<file path="src/clkdiv_cfg_pkg.sv">
// Constants shared by the clock divider configuration register bank
//
// Functional notes
// - Register 0 low nibble selects readback register
// - Reading register 0 returns 9-bit part identifier
// - Register 1 bit 2 enables divider core
// - Register 1 bit 3 enables output buffer
// - Ratio codes 0-5 divide by 1 to 32
// - Register 3 bits 8:6 trim sync delay
// - Broadcast bit accepts writes to chip address 111
// - Register 4 bit 1 lets sync pin start divider
// - Register 4 bit 2 lets pin request slip
// - Register 4 bit 4 selects fine delay path
// - Register 5 code selects general output source
// - Register 5 bit 3 keeps pin on general output
// - Register 5 bit 4 dedicates pin to readback
// - Register 5 bit 5 floats the output pin
// - Register 6 bit 0 low holds divider reset
// - Rising slip bit slips one input cycle
// - Register 6 bit 2 selects late launch edge
// - Register 7 holds six-bit fine delay setpoint
// - Readback of selected register in next transfer
package clkdiv_cfg_pkg;
    // Frame geometry: 9 data, 4 register address, 3 chip address bits
    localparam int REG_W = 9;
    localparam int REG_ADDR_W = 4;
    localparam int CHIP_ADDR_W = 3;
    localparam int FRAME_W = 16;
    localparam int REG_COUNT = 8;
    localparam int DATA_LSB = 7;
    localparam int RADDR_LSB = 3;
    localparam logic [CHIP_ADDR_W-1:0] BROADCAST_ADDR = 3'h7;
    // Arbitrary identifier value, not tied to any real part
    localparam logic [REG_W-1:0] CHIP_ID_DEFAULT = 9'h0a5;
    // Register indices
    localparam logic [REG_ADDR_W-1:0] IDX_ID_RDSEL = 4'h0;
    localparam logic [REG_ADDR_W-1:0] IDX_ENABLES = 4'h1;
    localparam logic [REG_ADDR_W-1:0] IDX_RATIO = 4'h2;
    localparam logic [REG_ADDR_W-1:0] IDX_BIAS = 4'h3;
    localparam logic [REG_ADDR_W-1:0] IDX_CONFIG = 4'h4;
    localparam logic [REG_ADDR_W-1:0] IDX_GPOUT = 4'h5;
    localparam logic [REG_ADDR_W-1:0] IDX_TRIGGERS = 4'h6;
    localparam logic [REG_ADDR_W-1:0] IDX_FINE_DELAY = 4'h7;
    // Reset values per register
    localparam logic [REG_W-1:0] RST_ID_RDSEL = 9'h000;
    localparam logic [REG_W-1:0] RST_ENABLES = 9'h00f;
    localparam logic [REG_W-1:0] RST_RATIO = 9'h002;
    localparam logic [REG_W-1:0] RST_BIAS = 9'h0ea;
    localparam logic [REG_W-1:0] RST_CONFIG = 9'h002;
    localparam logic [REG_W-1:0] RST_GPOUT = 9'h000;
    localparam logic [REG_W-1:0] RST_TRIGGERS = 9'h001;
    localparam logic [REG_W-1:0] RST_FINE_DELAY = 9'h004;
    // Writable bit masks; everything else is reserved
    localparam logic [REG_W-1:0] MASK_ID_RDSEL = 9'h00f;
    localparam logic [REG_W-1:0] MASK_ENABLES = 9'h00f;
    localparam logic [REG_W-1:0] MASK_RATIO = 9'h007;
    localparam logic [REG_W-1:0] MASK_BIAS = 9'h1ff;
    localparam logic [REG_W-1:0] MASK_CONFIG = 9'h03f;
    localparam logic [REG_W-1:0] MASK_GPOUT = 9'h03f;
    localparam logic [REG_W-1:0] MASK_TRIGGERS = 9'h007;
    localparam logic [REG_W-1:0] MASK_FINE_DELAY = 9'h03f;
    // Field positions
    localparam int POS_SOFT_RESET = 4;
    localparam int POS_MASTER_EN = 0;
    localparam int POS_RX_EN = 1;
    localparam int POS_CORE_EN = 2;
    localparam int POS_OUTBUF_EN = 3;
    localparam int POS_SWING_LSB = 4;
    localparam int POS_SYNC_TRIM_LSB = 6;
    localparam int POS_BROADCAST = 0;
    localparam int POS_PIN_SYNC_EN = 1;
    localparam int POS_PIN_SLIP_EN = 2;
    localparam int POS_RX_DC_BIAS = 3;
    localparam int POS_DELAY_LINE_EN = 4;
    localparam int POS_REG_BYPASS = 5;
    localparam int POS_FORCE_GP = 3;
    localparam int POS_FORCE_RB = 4;
    localparam int POS_HIGH_IMPEDANCE = 5;
    localparam int POS_SYNC_RUN = 0;
    localparam int POS_SLIP_TRIG = 1;
    localparam int POS_LAUNCH_LATE = 2;
    // Highest valid divide ratio code
    localparam logic [2:0] RATIO_CODE_MAX = 3'h5;
    // General output source codes
    localparam logic [2:0] GP_ZERO = 3'h0;
    localparam logic [2:0] GP_ONE = 3'h1;
    localparam logic [2:0] GP_SLIP = 3'h2;
    localparam logic [2:0] GP_ZERO_B = 3'h3;
    localparam logic [2:0] GP_SYNC = 3'h4;
    localparam logic [2:0] GP_SYNC_DLY = 3'h5;
    localparam logic [2:0] GP_WAIT_CLK = 3'h6;
    localparam logic [2:0] GP_SPARE = 3'h7;
endpackage

</file>
<file path="src/serial_frame_if.sv">
// Frame events passed from the serial shifter to the register bank
`timescale 1ns/1ps
`default_nettype none
interface serial_frame_if;
    logic bitTick; // Serial clock rising edge while latch strobe is low
    logic frameDone; // Latch strobe rising edge
    logic frameStart; // Latch strobe falling edge
    logic inFrame; // Bits shifting since last latch
    logic [8:0] wrData; // Received data field
    logic [3:0] wrReg; // Received register address field
    logic [2:0] wrChip; // Received chip address field
    modport shifter (output bitTick, frameDone, frameStart, inFrame, wrData, wrReg, wrChip);
    modport bank (input bitTick, frameDone, frameStart, inFrame, wrData, wrReg, wrChip);
endinterface
`default_nettype wire

</file>
<file path="src/clock_divider_control_regs.sv">
// Configuration register bank of the programmable clock divider
`timescale 1ns/1ps
`default_nettype none
module clock_divider_control_regs #(
    // Identifier returned by register 0; value is arbitrary
    parameter logic [8:0] CHIP_ID = clkdiv_cfg_pkg::CHIP_ID_DEFAULT
) (
    input wire logic mclk,
    input wire logic arst_n,
    // Serial port
    input wire logic sclk,
    input wire logic sdi,
    input wire logic serialLatchStrobe,
    // Own chip address, strapped on pins
    input wire logic [2:0] chipAddrStrap,
    // External trigger pins
    input wire logic extSyncPin,
    input wire logic extSlipPin,
    // Status from the divider core
    input wire logic syncDelayedStatus,
    input wire logic waitClockStatus,
    // Shared general output / readback pin
    output logic auxOutputPinOut,
    output logic auxOutputPinOe,
    // Enables
    output logic masterChipEnable,
    output logic rxBufferEnable,
    output logic dividerCoreEnable,
    output logic outputBufferEnable,
    // Divider setup
    output logic [5:0] divideFactor,
    output logic ratioValid,
    output logic [1:0] swingSelect,
    output logic [2:0] syncTrimCode,
    // Configuration
    output logic pinSyncEnable,
    output logic pinSlipEnable,
    output logic rxDcBiasSelect,
    output logic delayLineEnable,
    output logic regulatorBypass,
    // Triggers
    output logic dividerHoldReset,
    output logic syncRequest,
    output logic slipRequest,
    output logic launchLate,
    // Fine delay
    output logic [5:0] fineDelayCode
);
    localparam int W = clkdiv_cfg_pkg::REG_W;

    ////////////////////////////////////////////////////////////////////
    // Helper functions

    // Reset value of each register, used at reset and at soft reset
    function automatic logic [W-1:0] resetValue(input int idx);
        logic [W-1:0] v;
        v = '0;
        case (idx)
            0: v = clkdiv_cfg_pkg::RST_ID_RDSEL;
            1: v = clkdiv_cfg_pkg::RST_ENABLES;
            2: v = clkdiv_cfg_pkg::RST_RATIO;
            3: v = clkdiv_cfg_pkg::RST_BIAS;
            4: v = clkdiv_cfg_pkg::RST_CONFIG;
            5: v = clkdiv_cfg_pkg::RST_GPOUT;
            6: v = clkdiv_cfg_pkg::RST_TRIGGERS;
            7: v = clkdiv_cfg_pkg::RST_FINE_DELAY;
            default: v = '0;
        endcase
        return v;
    endfunction

    // Writable bits of each register
    function automatic logic [W-1:0] writeMask(input logic [3:0] idx);
        logic [W-1:0] m;
        m = '0;
        case (idx)
            clkdiv_cfg_pkg::IDX_ID_RDSEL: m = clkdiv_cfg_pkg::MASK_ID_RDSEL;
            clkdiv_cfg_pkg::IDX_ENABLES: m = clkdiv_cfg_pkg::MASK_ENABLES;
            clkdiv_cfg_pkg::IDX_RATIO: m = clkdiv_cfg_pkg::MASK_RATIO;
            clkdiv_cfg_pkg::IDX_BIAS: m = clkdiv_cfg_pkg::MASK_BIAS;
            clkdiv_cfg_pkg::IDX_CONFIG: m = clkdiv_cfg_pkg::MASK_CONFIG;
            clkdiv_cfg_pkg::IDX_GPOUT: m = clkdiv_cfg_pkg::MASK_GPOUT;
            clkdiv_cfg_pkg::IDX_TRIGGERS: m = clkdiv_cfg_pkg::MASK_TRIGGERS;
            clkdiv_cfg_pkg::IDX_FINE_DELAY: m = clkdiv_cfg_pkg::MASK_FINE_DELAY;
            default: m = '0;
        endcase
        return m;
    endfunction

    // Ratio code to one-hot division factor; invalid codes give zero
    function automatic logic [5:0] ratioDecode(input logic [2:0] code);
        logic [5:0] f;
        f = '0;
        if (code <= clkdiv_cfg_pkg::RATIO_CODE_MAX) begin
            f = 6'h01 << code;
        end
        return f;
    endfunction

    ////////////////////////////////////////////////////////////////////
    // Serial shifter

    serial_frame_if frm ();

    serial_frame_shifter u_shifter (
        .mclk(mclk),
        .arst_n(arst_n),
        .sclk(sclk),
        .sdi(sdi),
        .serialLatchStrobe(serialLatchStrobe),
        .frm(frm)
    );

    ////////////////////////////////////////////////////////////////////
    // Address decode

    // Eight registers; masking keeps reserved bits zero
    logic [W-1:0] regFile_r [clkdiv_cfg_pkg::REG_COUNT];
    logic addrHit; // Frame names this chip
    logic bcastHit; // Broadcast frame accepted
    logic wrAccept; // Latch edge of a frame meant for us
    logic softReset; // Write of the soft reset bit to register 0

    assign addrHit = frm.wrChip == chipAddrStrap;
    // Broadcast address is only honoured while the broadcast bit is set
    assign bcastHit = regFile_r[4][clkdiv_cfg_pkg::POS_BROADCAST]
        && (frm.wrChip == clkdiv_cfg_pkg::BROADCAST_ADDR);
    assign wrAccept = frm.frameDone && (addrHit || bcastHit);
    assign softReset = wrAccept && (frm.wrReg == clkdiv_cfg_pkg::IDX_ID_RDSEL)
        && frm.wrData[clkdiv_cfg_pkg::POS_SOFT_RESET];

    ////////////////////////////////////////////////////////////////////
    // Register file

    // Writes land on the latch strobe rising edge. The soft reset bit
    // is not stored: it restores every register in the same edge, so
    // a frame cannot leave the bank half-reset.
    always_ff @(posedge mclk or negedge arst_n) begin
        if (!arst_n) begin
            for (int i = 0; i < clkdiv_cfg_pkg::REG_COUNT; i++) begin
                regFile_r[i] <= resetValue(i);
            end
        end else if (softReset) begin
            for (int i = 0; i < clkdiv_cfg_pkg::REG_COUNT; i++) begin
                regFile_r[i] <= resetValue(i);
            end
        end else if (wrAccept && (frm.wrReg < 4'(clkdiv_cfg_pkg::REG_COUNT))) begin
            // Masking drops reserved and read-only bits
            regFile_r[frm.wrReg[2:0]] <= frm.wrData & writeMask(frm.wrReg);
        end
    end

    ////////////////////////////////////////////////////////////////////
    // Readback path

    logic [3:0] readSel; // Register chosen for the next transfer
    logic [W-1:0] readValue; // Its current contents
    logic [clkdiv_cfg_pkg::FRAME_W-1:0] rbShift_r; // Outgoing readback word
    logic sdoBit_r; // Bit currently presented
    logic addrOk_r; // Last latched frame named this chip

    assign readSel = regFile_r[0][3:0];

    // Register 0 answers with the identifier, not its own contents
    always_comb begin
        readValue = '0;
        if (readSel == clkdiv_cfg_pkg::IDX_ID_RDSEL) begin
            readValue = CHIP_ID;
        end else if (readSel < 4'(clkdiv_cfg_pkg::REG_COUNT)) begin
            readValue = regFile_r[readSel[2:0]];
        end else begin
            // Unmapped addresses read zero
            readValue = '0;
        end
    end

    // Word is captured when the strobe falls, so a select written in
    // one frame is returned during the following one.
    always_ff @(posedge mclk or negedge arst_n) begin
        if (!arst_n) begin
            rbShift_r <= '0;
            sdoBit_r <= 1'b0;
        end else if (frm.frameStart) begin
            rbShift_r <= {readValue, 7'h00};
        end else if (frm.bitTick) begin
            // One bit per serial clock rising edge, MSB first
            sdoBit_r <= rbShift_r[clkdiv_cfg_pkg::FRAME_W-1];
            rbShift_r <= {rbShift_r[clkdiv_cfg_pkg::FRAME_W-2:0], 1'b0};
        end
    end

    // A foreign chip address floats readback to avoid bus contention
    always_ff @(posedge mclk or negedge arst_n) begin
        if (!arst_n) begin
            addrOk_r <= 1'b1;
        end else if (frm.frameDone) begin
            addrOk_r <= addrHit;
        end
    end

    ////////////////////////////////////////////////////////////////////
    // Trigger edge detection

    logic slipBitPrev_r; // Slip trigger bit one cycle ago
    logic syncBitPrev_r; // Sync run bit one cycle ago
    logic extSlipPrev_r; // Slip pin one cycle ago
    logic extSyncPrev_r; // Sync pin one cycle ago
    logic slipReq_r; // One-cycle slip pulse
    logic syncReq_r; // One-cycle sync pulse
    logic slipBit;
    logic syncBit;

    assign slipBit = regFile_r[6][clkdiv_cfg_pkg::POS_SLIP_TRIG];
    assign syncBit = regFile_r[6][clkdiv_cfg_pkg::POS_SYNC_RUN];

    always_ff @(posedge mclk or negedge arst_n) begin
        if (!arst_n) begin
            slipBitPrev_r <= 1'b0;
            syncBitPrev_r <= 1'b1;
            extSlipPrev_r <= 1'b0;
            extSyncPrev_r <= 1'b0;
        end else begin
            slipBitPrev_r <= slipBit;
            syncBitPrev_r <= syncBit;
            extSlipPrev_r <= extSlipPin;
            extSyncPrev_r <= extSyncPin;
        end
    end

    // Only the 0-to-1 change slips, so a held bit slips once; the
    // host must write the bit low again before it can slip again.
    // Both pin enables set at once is a host error; each pin then
    // acts on its own path and the results are not defined.
    always_ff @(posedge mclk or negedge arst_n) begin
        if (!arst_n) begin
            slipReq_r <= 1'b0;
            syncReq_r <= 1'b0;
        end else begin
            slipReq_r <= (slipBit && !slipBitPrev_r)
                || (pinSlipEnable && extSlipPin && !extSlipPrev_r);
            syncReq_r <= (syncBit && !syncBitPrev_r)
                || (pinSyncEnable && extSyncPin && !extSyncPrev_r);
        end
    end

    assign slipRequest = slipReq_r;
    assign syncRequest = syncReq_r;

    ////////////////////////////////////////////////////////////////////
    // Control outputs, straight from register flops

    assign masterChipEnable = regFile_r[1][clkdiv_cfg_pkg::POS_MASTER_EN];
    assign rxBufferEnable = regFile_r[1][clkdiv_cfg_pkg::POS_RX_EN];
    assign dividerCoreEnable = regFile_r[1][clkdiv_cfg_pkg::POS_CORE_EN];
    assign outputBufferEnable = regFile_r[1][clkdiv_cfg_pkg::POS_OUTBUF_EN];
    assign swingSelect = regFile_r[3][clkdiv_cfg_pkg::POS_SWING_LSB +: 2];
    // Delay is 1000 ps plus 80 ps per code in the analog path
    assign syncTrimCode = regFile_r[3][clkdiv_cfg_pkg::POS_SYNC_TRIM_LSB +: 3];
    assign pinSyncEnable = regFile_r[4][clkdiv_cfg_pkg::POS_PIN_SYNC_EN];
    assign pinSlipEnable = regFile_r[4][clkdiv_cfg_pkg::POS_PIN_SLIP_EN];
    assign rxDcBiasSelect = regFile_r[4][clkdiv_cfg_pkg::POS_RX_DC_BIAS];
    assign delayLineEnable = regFile_r[4][clkdiv_cfg_pkg::POS_DELAY_LINE_EN];
    assign regulatorBypass = regFile_r[4][clkdiv_cfg_pkg::POS_REG_BYPASS];
    // Divider held in reset while the run bit is low
    assign dividerHoldReset = ~syncBit;
    // Going back to early launch needs host-driven slips first
    assign launchLate = regFile_r[6][clkdiv_cfg_pkg::POS_LAUNCH_LATE];
    // Delay is 300 ps plus 20 ps per setpoint step in the analog path
    assign fineDelayCode = regFile_r[7][5:0];

    // Ratio decode registered so the core sees a clean factor
    logic [5:0] divideFactor_r; // One-hot factor
    logic ratioValid_r; // Code in 0..5

    always_ff @(posedge mclk or negedge arst_n) begin
        if (!arst_n) begin
            divideFactor_r <= 6'h04;
            ratioValid_r <= 1'b1;
        end else begin
            divideFactor_r <= ratioDecode(regFile_r[2][2:0]);
            ratioValid_r <= regFile_r[2][2:0] <= clkdiv_cfg_pkg::RATIO_CODE_MAX;
        end
    end

    assign divideFactor = divideFactor_r;
    assign ratioValid = ratioValid_r;

    ////////////////////////////////////////////////////////////////////
    // General output selection and shared pin steering

    logic [2:0] gpSel;
    logic gpValue; // Selected general output level
    logic pinOut_r; // Registered pin level
    logic pinOe_r; // Registered pin drive enable

    assign gpSel = regFile_r[5][2:0];

    always_comb begin
        gpValue = 1'b0;
        case (gpSel)
            clkdiv_cfg_pkg::GP_ZERO: gpValue = 1'b0;
            clkdiv_cfg_pkg::GP_ONE: gpValue = 1'b1;
            clkdiv_cfg_pkg::GP_SLIP: gpValue = slipReq_r;
            clkdiv_cfg_pkg::GP_ZERO_B: gpValue = 1'b0;
            clkdiv_cfg_pkg::GP_SYNC: gpValue = syncReq_r;
            clkdiv_cfg_pkg::GP_SYNC_DLY: gpValue = syncDelayedStatus;
            clkdiv_cfg_pkg::GP_WAIT_CLK: gpValue = waitClockStatus;
            // Spare code drives low rather than leaving the pin floating
            clkdiv_cfg_pkg::GP_SPARE: gpValue = 1'b0;
            default: gpValue = 1'b0;
        endcase
    end

    // Priority: float, then readback only, then general only, then
    // automatic sharing with readback while a frame is shifting.
    always_ff @(posedge mclk or negedge arst_n) begin
        if (!arst_n) begin
            pinOut_r <= 1'b0;
            pinOe_r <= 1'b1;
        end else if (regFile_r[5][clkdiv_cfg_pkg::POS_HIGH_IMPEDANCE]) begin
            pinOut_r <= 1'b0;
            pinOe_r <= 1'b0;
        end else if (regFile_r[5][clkdiv_cfg_pkg::POS_FORCE_RB]) begin
            pinOut_r <= sdoBit_r;
            pinOe_r <= addrOk_r;
        end else if (regFile_r[5][clkdiv_cfg_pkg::POS_FORCE_GP]) begin
            pinOut_r <= gpValue;
            pinOe_r <= 1'b1;
        end else if (frm.inFrame) begin
            // Shared mode during a transfer: readback data
            pinOut_r <= sdoBit_r;
            pinOe_r <= addrOk_r;
        end else begin
            // Shared mode between transfers: general output
            pinOut_r <= gpValue;
            pinOe_r <= 1'b1;
        end
    end

    assign auxOutputPinOut = pinOut_r;
    assign auxOutputPinOe = pinOe_r;
endmodule
`default_nettype wire

</file>
<file path="src/serial_frame_shifter.sv">
// Serial port shifter: samples the three-wire port and frames words
`timescale 1ns/1ps
`default_nettype none
module serial_frame_shifter (
    input wire logic mclk,
    input wire logic arst_n,
    input wire logic sclk,
    input wire logic sdi,
    input wire logic serialLatchStrobe,
    serial_frame_if.shifter frm
);
    logic sclkPrev_r; // Serial clock one sample ago
    logic slePrev_r; // Latch strobe one sample ago
    logic [clkdiv_cfg_pkg::FRAME_W-1:0] shift_r; // Last sixteen bits seen
    logic inFrame_r; // Shifting in progress
    logic sclkRise;
    logic sleRise;

    ////////////////////////////////////////////////////////////////////
    // Edge sampling; pins are already synchronous to mclk
    always_ff @(posedge mclk or negedge arst_n) begin
        if (!arst_n) begin
            sclkPrev_r <= 1'b0;
            slePrev_r <= 1'b0;
        end else begin
            sclkPrev_r <= sclk;
            slePrev_r <= serialLatchStrobe;
        end
    end

    assign sclkRise = sclk & ~sclkPrev_r;
    assign sleRise = serialLatchStrobe & ~slePrev_r;

    // Shift MSB first; only the last sixteen bits matter at the latch
    always_ff @(posedge mclk or negedge arst_n) begin
        if (!arst_n) begin
            shift_r <= '0;
        end else if (sclkRise && !serialLatchStrobe) begin
            shift_r <= {shift_r[clkdiv_cfg_pkg::FRAME_W-2:0], sdi};
        end
    end

    // Frame activity flag, steers the shared output pin
    always_ff @(posedge mclk or negedge arst_n) begin
        if (!arst_n) begin
            inFrame_r <= 1'b0;
        end else if (sleRise) begin
            inFrame_r <= 1'b0;
        end else if (sclkRise && !serialLatchStrobe) begin
            inFrame_r <= 1'b1;
        end
    end

    assign frm.bitTick = sclkRise & ~serialLatchStrobe;
    assign frm.frameDone = sleRise;
    assign frm.frameStart = ~serialLatchStrobe & slePrev_r;
    assign frm.inFrame = inFrame_r;
    assign frm.wrData = shift_r[clkdiv_cfg_pkg::FRAME_W-1:clkdiv_cfg_pkg::DATA_LSB];
    assign frm.wrReg = shift_r[clkdiv_cfg_pkg::DATA_LSB-1:clkdiv_cfg_pkg::RADDR_LSB];
    assign frm.wrChip = shift_r[clkdiv_cfg_pkg::RADDR_LSB-1:0];
endmodule
`default_nettype wire

</file>
<file path="config.mk">
export PLATFORM = sky130hd
export DESIGN_NAME = clock_divider_control_regs
export DESIGN_NICKNAME = d
export VERILOG_FILES = /design/src/clkdiv_cfg_pkg.sv /design/src/serial_frame_if.sv /design/src/clock_divider_control_regs.sv /design/src/serial_frame_shifter.sv
export SDC_FILE = /design/constraint.sdc
export NUM_CORES = 1
export LEC_CHECK = 0
export BUFFER_PORTS_ARGS = -buffer_cell sky130_fd_sc_hd__buf_2
export CORE_AREA = 2 2 104 106
export DETAILED_ROUTE_END_ITERATION = 6
export DIE_AREA = 0 0 106 108
export PLACE_DENSITY_LB_ADDON = 0.25
export SYNTH_ARGS = -nofsm -noshare
export SYNTH_HDL_FRONTEND = slang
export SYNTH_SLANG_ARGS = --single-unit
</file>
<file path="constraint.sdc">
create_clock -name mclk -period 2.9 [get_ports mclk]
set_input_delay 0.29 -clock mclk [delete_from_list [all_inputs] [get_ports mclk]]
set_output_delay 0.29 -clock mclk [all_outputs]
set_load 0.05 [all_outputs]
</file>
After elaboration in Yosys (flattened, before gate mapping)
Memories as Yosys holds them, arrays and structs flattened.
Cells that the tools add are included.
{"block": "totals", "ff_bits": 124, "rom_bits": 48, "output_inout_bits": 33, "memories": 1}
{"memory": "(name not given)", "depth": 8, "width": 6, "read_ports": 1, "rd_ports_with_merged_regs": 0, "wr": 0, "line_no": "clock_divider_control_regs.sv:76", "source": "case (idx)"}
{"block": "classes", "order_cmp": 6, "eq_ne": 9, "n_shift": 1, "muxes": 27, "bitwise": 12, "reduce_logical": 29}
{"cell": "$mux W72", "n": 2}
{"cell": "$bwmux W72", "n": 1}
{"cell": "$mux W9", "n": 8}
{"cell": "$mux W16", "n": 2}
{"cell": "$bmux W9 S3", "n": 1}
{"cell": "$demux W9 S3", "n": 1}
{"cell": "$eq A3 B3 Y1 const B", "n": 5}
{"cell": "$logic_and A1 B1 Y1", "n": 13}
{"cell": "$mux W1", "n": 10}
{"cell": "$and A9 B9 Y9", "n": 1}
{"cell": "$ge A4 B4 Y1 const B", "n": 2}
{"cell": "$logic_not A4 Y1", "n": 2}
{"cell": "$lt A4 B4 Y1 const B", "n": 2}
{"cell": "$not A3 Y4", "n": 2}
{"cell": "$eq A3 B2 Y1 const B", "n": 2}
{"cell": "$mux W6", "n": 1}
{"cell": "$pmux W1 S6", "n": 1}
{"cell": "$reduce_bool A2 Y1", "n": 3}
{"cell": "$shl A1 B3 Y6 const A", "n": 1}
{"cell": "$logic_not A1 Y1", "n": 5}
{"cell": "$not A1 Y1", "n": 5}
{"cell": "$and A1 B1 Y1", "n": 4}
{"cell": "$lt A4 B1 Y1 const B", "n": 1}
{"cell": "$eq A3 B1 Y1 const B", "n": 1}
{"cell": "other kinds (6)", "n": 8}

Depth between registers and ports, before layout
Gate-level depths: netlist (run 1).
{"block": "logic_depth", "ltp_word": 11, "mapped_depth": 7, "depth_no_buf": 5}

By module
From an unflattened synthesis (run 1), not the netlist that was laid out.
{"block": "hier_totals", "hier_cells": 414, "hier_area_um2": 5078.6}
{"mod": "clock_divider_control_regs", "n_inst": 1, "cells_per_inst": 372, "area_per_inst_um2": 4324.1}
{"mod": "serial_frame_shifter", "n_inst": 1, "cells_per_inst": 42, "area_per_inst_um2": 754.5}

Worst setup path before layout (run 1)
OpenSTA, ideal clock, no wires.
{"block": "synth_path", "kind": "register -> register", "start": "register u_shifter.shift_r[0] (netlist name)", "end": "register regFile_r[22] (netlist name)", "t_arrival_ns": 1.619, "required_ns": 2.772, "setup_slack_ns": 1.154, "stages_incl_launch_ff": 7, "path_buffers": 1, "period_less_slack_ns": 1.746, "cell_sequence": "dfrtp_1 -> xnor2_1 -> and4_4 -> buf_8 -> nor2_8 -> nor4_4 -> mux2_1"}
{"block": "synth_via", "elab_chain_cells": 7, "elab_cells_between_ends": 10}
{"item": "start: declaration", "line_no": "serial_frame_shifter.sv:14", "source": "logic [clkdiv_cfg_pkg::FRAME_W-1:0] shift_r;"}
{"item": "start signal: assignment", "line_no": "serial_frame_shifter.sv:39", "source": "shift_r <= {shift_r[clkdiv_cfg_pkg::FRAME_W-2:0], sdi};"}
{"item": "$eq A3 B3 Y1", "line_no": "clock_divider_control_regs.sv:127", "source": "&& (frm.wrChip == clkdiv_cfg_pkg::BROADCAST_ADDR);"}
{"item": "$logic_and A1 B1 Y1", "line_no": "clock_divider_control_regs.sv:127"}
{"item": "$logic_or A1 B1 Y1 (*)", "line_no": "clock_divider_control_regs.sv:128", "source": "assign wrAccept = frm.frameDone && (addrHit || bcastHit);"}
{"item": "$logic_and A1 B1 Y1 (*)", "line_no": "clock_divider_control_regs.sv:128"}
{"item": "$logic_and A1 B1 Y1", "line_no": "clock_divider_control_regs.sv:129", "source": "assign softReset = wrAccept && (frm.wrReg == clkdiv_cfg_pkg::IDX_ID_RDSEL)"}
{"item": "$logic_and A1 B1 Y1", "line_no": "clock_divider_control_regs.sv:130", "source": "&& frm.wrData[clkdiv_cfg_pkg::POS_SOFT_RESET];"}
{"item": "$mux W72 or $reduce_bool A2 Y1 (tied branches)"}
{"item": "end signal: indexed assignment", "line_no": "clock_divider_control_regs.sv:141", "source": "regFile_r[i] <= resetValue(i);"}
{"item": "end signal: indexed assignment", "line_no": "clock_divider_control_regs.sv:145", "source": "regFile_r[i] <= resetValue(i);"}
{"item": "end signal: indexed assignment", "line_no": "clock_divider_control_regs.sv:149", "source": "regFile_r[frm.wrReg[2:0]] <= frm.wrData & writeMask(frm.wrReg);"}
{"item": "end: declaration", "line_no": "clock_divider_control_regs.sv:118", "source": "logic [W-1:0] regFile_r [clkdiv_cfg_pkg::REG_COUNT];"}
Every way passes the cells marked *; elsewhere a longest branch is shown, timed or not.
A chain may end at the register's enable or synchronous reset.

Worst setup path after layout (run 1)
{"block": "layout_path", "start": "register u_shifter.shift_r[4] (netlist name)", "end": "register regFile_r[38] (netlist name)"}
{"block": "layout_via", "elab_chain_cells": 8, "elab_cells_between_ends": 15}
{"item": "$not A3 Y4 (implied by the code)", "line_no": "clock_divider_control_regs.sv:149"}
{"item": "$ge A4 B4 Y1 (implied by the code) or $lt A4 B1 Y1 (tied branches)", "line_no": "clock_divider_control_regs.sv:149"}
{"item": "$logic_and A1 B1 Y1 (implied by the code)", "line_no": "clock_divider_control_regs.sv:149"}
{"item": "$mux W9 (implied by the code)", "line_no": "clock_divider_control_regs.sv:149"}
{"item": "$demux W9 S3", "line_no": "clock_divider_control_regs.sv:149"}
{"item": "$bwmux W72", "line_no": "clock_divider_control_regs.sv:149"}
{"item": "$mux W72", "line_no": "clock_divider_control_regs.sv:147", "source": "end else if (wrAccept && (frm.wrReg < 4'(clkdiv_cfg_pkg::REG_COUNT))) begin"}
{"item": "$mux W72", "line_no": "clock_divider_control_regs.sv:143", "source": "end else if (softReset) begin"}
Parallel ways exist; a longest one is shown, timed or not. The select of a mux whose other input is x is not followed.

==> impl_metrics.yaml, run 1 <==
logic_synthesis:
  yosysMostFrequentCell: "dfrtp_1"
  yosysWarnings: 0
  ys_types: 56
  synthCells: 488
  ys_seq_elements: 112
  ys.flop_type: "dfrtp_1"
  netlist_area_um2: 5315
  synth_top_area_share_pct: 44.26
  synth-edff-count: 0
  syn_nets: 500
  synth-seq-area-share_pct: 53.15
  synth.area.top_cells: "dfrtp_1 44%, dfstp_2 8.9%, nand2_1 6.1%"
  avgSynthCellArea_um2: 10.89
  yosys.area.top_type: "dfrtp_1"
  async_reset_ff_share_pct: 100.0
  synthTopCellsByCount: "94 x dfrtp_1, 87 x nand2_1, 32 x nor2_1"
sta:
  slew_headroom_pct: 41.11
  finClkSkew_ns: 0.01709
  setup_tns_ns: 0
  fin_hold_ws_ns: 0.02830
  setup_viol: 0
  hold_violations: 0
  layout_min_cycle_time_ns: 2.312
  worst_pin_slew_ns: 0.8833
  drv_slew: 0
  grt_setup_unrepaired: "false"
  min_period_over_period_pct: 79.74
  fmax_mhz: 432.4
route:
  drc: 0
  vias_per_cell: 5.760
  ant_nets: 0
  wl_um: 13110
  drtIter0Drc: 295
  drt_first_pass_iters: 5
  avgRoutedWirePerCell_um: 19.95
  vias: 3784
clock_network:
  cts_root_buf: "clkbuf_8"
  cts_buffers: 9
  cts_resized: 0
  cts_tree: "done"
  clock-sinks: 112
  clock_path_buffers: 2
  ctsHoldBuffers: 2
  post_cts.repair.setup_buffers: 0
  clkTransAtPathRegs_ns: 0.13
  cts-htree-levels: 3
  worstSkewPairLatency_ns: 0.40
place:
  gp_congestion: 0.8710
  dp.final_hpwl_um: 9312
  port_buffers: 44
  dp.cells: 638
status:
  outcome: "finished, final reports clean"
global_routing:
  antenna_found_initial: 0
  grtUsageTotal_pct: 24.65
  grt_pass1_wl_um: 21180
  grt-ovfl-total: 0
  grt_pass1_vias: 3661
  grt_max_degree: 58
power_and_ir_drop:
  p_int_mw: 2.488
  ir_drop_mv: 0.3527
  p_seq_share_pct: 51.4
  swShare_pct: 36.27
  combPwrFrac_pct: 22.3
  p_sw_mw: 1.416
  p_leak_nw: 2.879
  clkPwrFrac_pct: 26.4
  p_per_area_nw_per_um2: 672.6
die:
  core_region_area_um2: 10230
  fp-row-count: 37
  die_area_um2: 11450
  die_x_um: 106
  start_util_pct: 51.95
  io_pins: 45
  die_y_um: 108
critical_path:
  critPathKind: "flop to flop"
  cp.required_ns: 3.16
  cp-end-kind: "flop"
  critPathMaxFanout: 18
  start_kind: "flop"
  cp_data_arrival_time_ns: 2.57
final_layout:
  areaGrowthSynthToFinish_pct: 9.204
  finalNonFillerCells: 657
  diodes: 0
  final_nets: 528
  drive_above_1_share_pct: 23.42
  nFillCells: 894
worst_hold_path:
  hp-class: "input pin to flop"
job:
  maxCapViolCount: 0
==> layout by cell type, fill, tap and decap left out, types with 5 or more instances in the layout <==
| master | instances |
|---|---|
| dfrtp_1 | 94 |
| nand2_1 | 87 |
| buf_2 | 43 |
| nor2_1 | 32 |
| nor2b_1 | 29 |
| mux2i_1 | 27 |
| o21ai_0 | 22 |
| dfstp_2 | 18 |
| a21oi_1 | 13 |
| buf_4 | 10 |
| inv_1 | 9 |
| mux4_2 | 9 |
| a221o_1 | 9 |
| clkbuf_8 | 9 |
| mux2_2 | 7 |
| o31ai_1 | 7 |
| nor3_1 | 6 |
| and3_1 | 6 |
| a31oi_1 | 6 |
| o22a_1 | 6 |
| nand2b_1 | 6 |
| and2_1 | 5 |
| a22oi_1 | 5 |
==> worst paths after layout <==
check	endpoint	slack [ns]	cells after the start	from
min in group asynchronous	u_shifter.shift_r[0]	0.50	2	arst_n
worst max register to register	regFile_r[38]	0.59	4	u_shifter.shift_r[4]
worst min register to register	syncBitPrev_r	0.41	0	regFile_r[9]
worst min-delay path	u_shifter.sclkPrev_r	0.03	1	sclk
max in group asynchronous	syncTrimCode[1]	1.65	3	arst_n
worst max-delay path	regFile_r[38]	0.59	4	u_shifter.shift_r[4]
==> area by class of cell <==
| cell class | count | area [um^2] | area share [%] |
|---|---|---|---|
| sequential | 112 | 2825 | 48.67 |
| multi-input combinational | 327 | 2213 | 38.13 |
| timing repair buffer | 57 | 340.3 | 5.863 |
| tap | 136 | 170.2 | 2.932 |
| clock buffer | 9 | 123.9 | 2.134 |
| clock inverter | 7 | 97.59 | 1.681 |
| inverter | 9 | 33.78 | 0.5820 |
==> critical path, stage by stage (launching register included) <==
cell and delay, ns:
dfrtp_1 0.53, nor2_2 0.30, and2_1 0.48, and2_1 0.73
nor2_1 0.13
==> power groups by stage <==
stage / logic, mW / clock network (mW) / registers [mW]
2_1_floorplan: 0.605 / 0 / 2.04
3_3_place_gp: 0.854 / 0 / 2.03
3_5_place_dp: 0.867 / 0 / 2.03
4_1_cts: 0.872 / 1.05 / 2.00
5_1_grt: 0.954 / 1.12 / 2.04
6_report: 0.869 / 1.03 / 2.01
==> stage by stage <==
| step | cell area (um^2) | util, % | worst slack (ns) | total power [mW] |
|---|---|---|---|---|
| 2_1_floorplan | 5315 | - | 1.154 | 2.650 |
| 3_3_place_gp | 5553 | 54.27 | 0.6357 | 2.884 |
| 3_5_place_dp | 5553 | 54.27 | 0.5734 | 2.900 |
| 4_1_cts | 5794 | 56.63 | 0.5924 | 3.922 |
| 5_1_grt | 5804 | 56.73 | 0.4493 | 4.114 |
| 6_report | 5804 | 56.73 | 0.5875 | 3.904 |
==> sequential cells by signal, summed over array words and instances, names as in the netlist, 2 cells and up <==
signal,count
regFile_r,39
u_shifter.shift_r,16
rbShift_r,9
divideFactor,6
fineDelayCode,6
readSel,4
gpSel,3
syncTrimCode,3
swingSelect,2
==> layer usage <==
| metal | vias to the layer above | routed length, um | share of wire (%) | global-route usage [%] |
|---|---|---|---|---|
| met3 | 22 | 612 | 4.7 | 3.255 |
| li1 | 1745 | - | - | - |
| met4 | 0 | 304 | 2.3 | 9.774 |
| met5 | - | 0 | 0 | 0 |
| met2 | 120 | 6105 | 47 | 37.00 |
| met1 | 1897 | 6088 | 46 | 36.71 |
==> kinds of logic after synthesis <==
family | count (synthesis) | synth area share [%]
xor+xnor | 3 | 0.4944
compound gates | 86 | 11.91
mux | 44 | 10.59
buf+inv | 49 | 5.202
flops | 112 | 53.15
simple gates | 194 | 18.64
Note: power is estimated with default switching activity, not from simulation.
==> run 2: changes to the inputs <==
Settings changed: ABC_AREA set to 1, CORE_AREA 2 2 104 106 to 2 2 102 104, DIE_AREA 0 0 106 108 to 0 0 104 106.
Clock period 2.9 ns to 2.35 ns, I/O delays scaled along.
==> run 2 against run 1 <==
  * Final cell count rose by 19%
  * Routed wire length down 5.4%
  * Clock skew decreased by 0.0075 ns
  * Utilization is 0.11 points higher
  * Sequential power rose by 31%
  * Power rose by 39%
  * Highest routed layer unchanged
==> impl_metrics.yaml, run 2 <==
status:
  outcome: "finished, final reports clean"
power_and_ir_drop:
  p_leak_nw: 2.926
  p_per_area_nw_per_um2: 951.3
  ir_drop_mv: 0.3764
die:
  io_pins: 45
  die_area_um2: 11020
  start_util_pct: 51.33
  core_region_area_um2: 10000
  die_y_um: 106
  die_x_um: 104
  fp-row-count: 37
critical_path:
  crit_path_top_delay_cell: "dfrtp_1"
  slowest_delay_ns: 0.42
  critPathKind: "flop to flop"
  reg2reg_from: "u_shifter.shift_r[2]"
  start_kind: "flop"
  critical_path.startpoint: "u_shifter.shift_r[2]"
  critPathMaxFanout: 23
  cp-end-kind: "flop"
  path_cells: "inv_1, nand2_1, nand2_1, nand3_1, nand2_4, nand4_4, buf_4, nand2_1, nor2_1"
  cp.required_ns: 2.62
  cp_data_arrival_time_ns: 2.16
  crit_top_cell: "nand2_1"
sta:
  slew_headroom_pct: 57.66
  layout_min_cycle_time_ns: 1.888
  setup_tns_ns: 0
  hold_violations: 0
  worst_pin_slew_ns: 0.6328
  min_period_over_period_pct: 80.34
  drv_slew: 0
  fin_ws_ns: 0.4619
  fin_hold_ws_ns: 0.01876
  finClkSkew_ns: 0.009631
  setup_viol: 0
  grt_setup_unrepaired: "false"
  fmax_mhz: 529.6
clock_network:
  clock-sinks: 112
  worstSkewPairLatency_ns: 0.37
  cts_root_buf: "clkbuf_8"
  cts_buffers: 9
  clkTransAtPathRegs_ns: 0.11
  cts-htree-levels: 3
  clock_path_buffers: 2
  post_cts.repair.setup_buffers: 0
  cts_tree: "done"
logic_synthesis:
  synth.area.top_cells: "dfrtp_1 46%, nand2_1 9.3%, dfstp_2 9.2%"
  async_reset_ff_share_pct: 100.0
  ys.flop_type: "dfrtp_1"
  synth-seq-area-share_pct: 55.05
  avgSynthCellArea_um2: 8.554
  synth-edff-count: 0
  synthCells: 600
  yosysWarnings: 0
  netlist_area_um2: 5132
  ys_seq_elements: 112
  yosys.area.top_type: "dfrtp_1"
  syn_nets: 612
  synthTopCellsByCount: "127 x nand2_1, 94 x dfrtp_1, 88 x inv_1"
  yosysMostFrequentCell: "nand2_1"
  ys_types: 32
  synth_top_area_share_pct: 45.83
place:
  gp_congestion: 0.9221
  dp_slack_ns: 0.4898
  dp.final_hpwl_um: 9080
  port_buffers: 44
final_layout:
  largest_reg_flops: 39
  top_register: "regFile_r"
  diodes: 0
  final_common_cell: "nand2_1"
  reg_top3: "regFile_r: 39 flops, u_shifter.shift_r: 16 flops, rbShift_r: 9 flops"
  seq_area_um2: 2825
  final_nets: 652
  multi_input_area_um2: 1799
  areaGrowthSynthToFinish_pct: 10.75
  nFillCells: 956
  drive_above_1_share_pct: 15.19
  final_cell_mix: "127 x nand2_1, 94 x dfrtp_1, 88 x inv_1"
global_routing:
  grt_max_degree: 63
  grt_pass1_wl_um: 20420
  antenna_found_initial: 0
  grt-ovfl-total: 0
  grt_pass1_vias: 3959
  grtUsageTotal_pct: 23.67
worst_hold_path:
  hp-class: "input pin to flop"
  worstHoldStart: "serialLatchStrobe"
route:
  drt_first_pass_iters: 5
  vias: 4159
  ant_nets: 0
  drtIter0Drc: 312
  wl_um: 12400
  vias_per_cell: 5.325
  drc: 0
  avgRoutedWirePerCell_um: 15.88
job:
  maxCapViolCount: 0
-- run 2: layer usage --
metal | vias up | wire length, um | share of wire, % | global-route usage [%]
li1 | 1990 | - | - | -
met1 | 2005 | 5649 | 46 | 33.51
met2 | 146 | 5852 | 47 | 37.08
met3 | 18 | 692 | 5.6 | 4.537
met4 | 0 | 207 | 1.7 | 7.625
met5 | - | 0 | 0 | 0
-- run 2: timing repair --
item                      in CTS  in global routing
hold endpoints to repair      18                  0
gates resized for setup        0                  0
hold buffers                   4                  0
-- run 2: critical path, delay by kind of cell, from the launching register on --
family,cells,cell delay (ns)
buf+inv,2,0.41
simple gates,7,0.94
flops,1,0.42
-- run 2: final cells by class --
class	count	area share (%)
Tap cell	136	2.994
Clock inverter	6	1.189
Timing Repair Buffer	57	6.031
Inverter	91	6.009
Multi-Input combinational cell	369	31.65
Clock buffer	10	2.421
Sequential cell	112	49.70
-- run 2: final timing paths --
kind	endpoint	slack, ns	cells past startpoint
setup / recovery	regFile_r[59]	0.46	9
hold reg to reg	slipBitPrev_r	0.39	0
min in group asynchronous	divideFactor[4]	0.31	2
max in group asynchronous	regFile_r[9]	1.32	3
setup reg to reg	regFile_r[59]	0.46	9
hold / removal	u_shifter.slePrev_r	0.02	1
-- run 2: where the power goes --
part           switching [mW]  internal, mW  total (mW)
Combinational            1.10         0.476        1.58
Clock                   0.660         0.526        1.19
Sequential              0.287          2.36        2.64
Total                    2.05          3.36        5.41
-- run 2: cells by family after synthesis --
logic type / count (synthesis) / synth area share (%)
buf+inv: 119 / 9.898
simple gates: 258 / 22.53
compound gates: 110 / 12.36
xor+xnor: 1 / 0.1707
flops: 112 / 55.05
-- run 2: per-stage QoR --
stage	utilization (%)	power (mW)	cell area, um^2	std cells
final	56.84	5.408	5684	781
after global routing	56.84	5.739	5684	781
after CTS	56.84	5.416	5684	781
after detailed placement	54.39	4.233	5439	761
after global placement	54.39	4.189	5439	761
after floorplan	-	3.774	5132	600
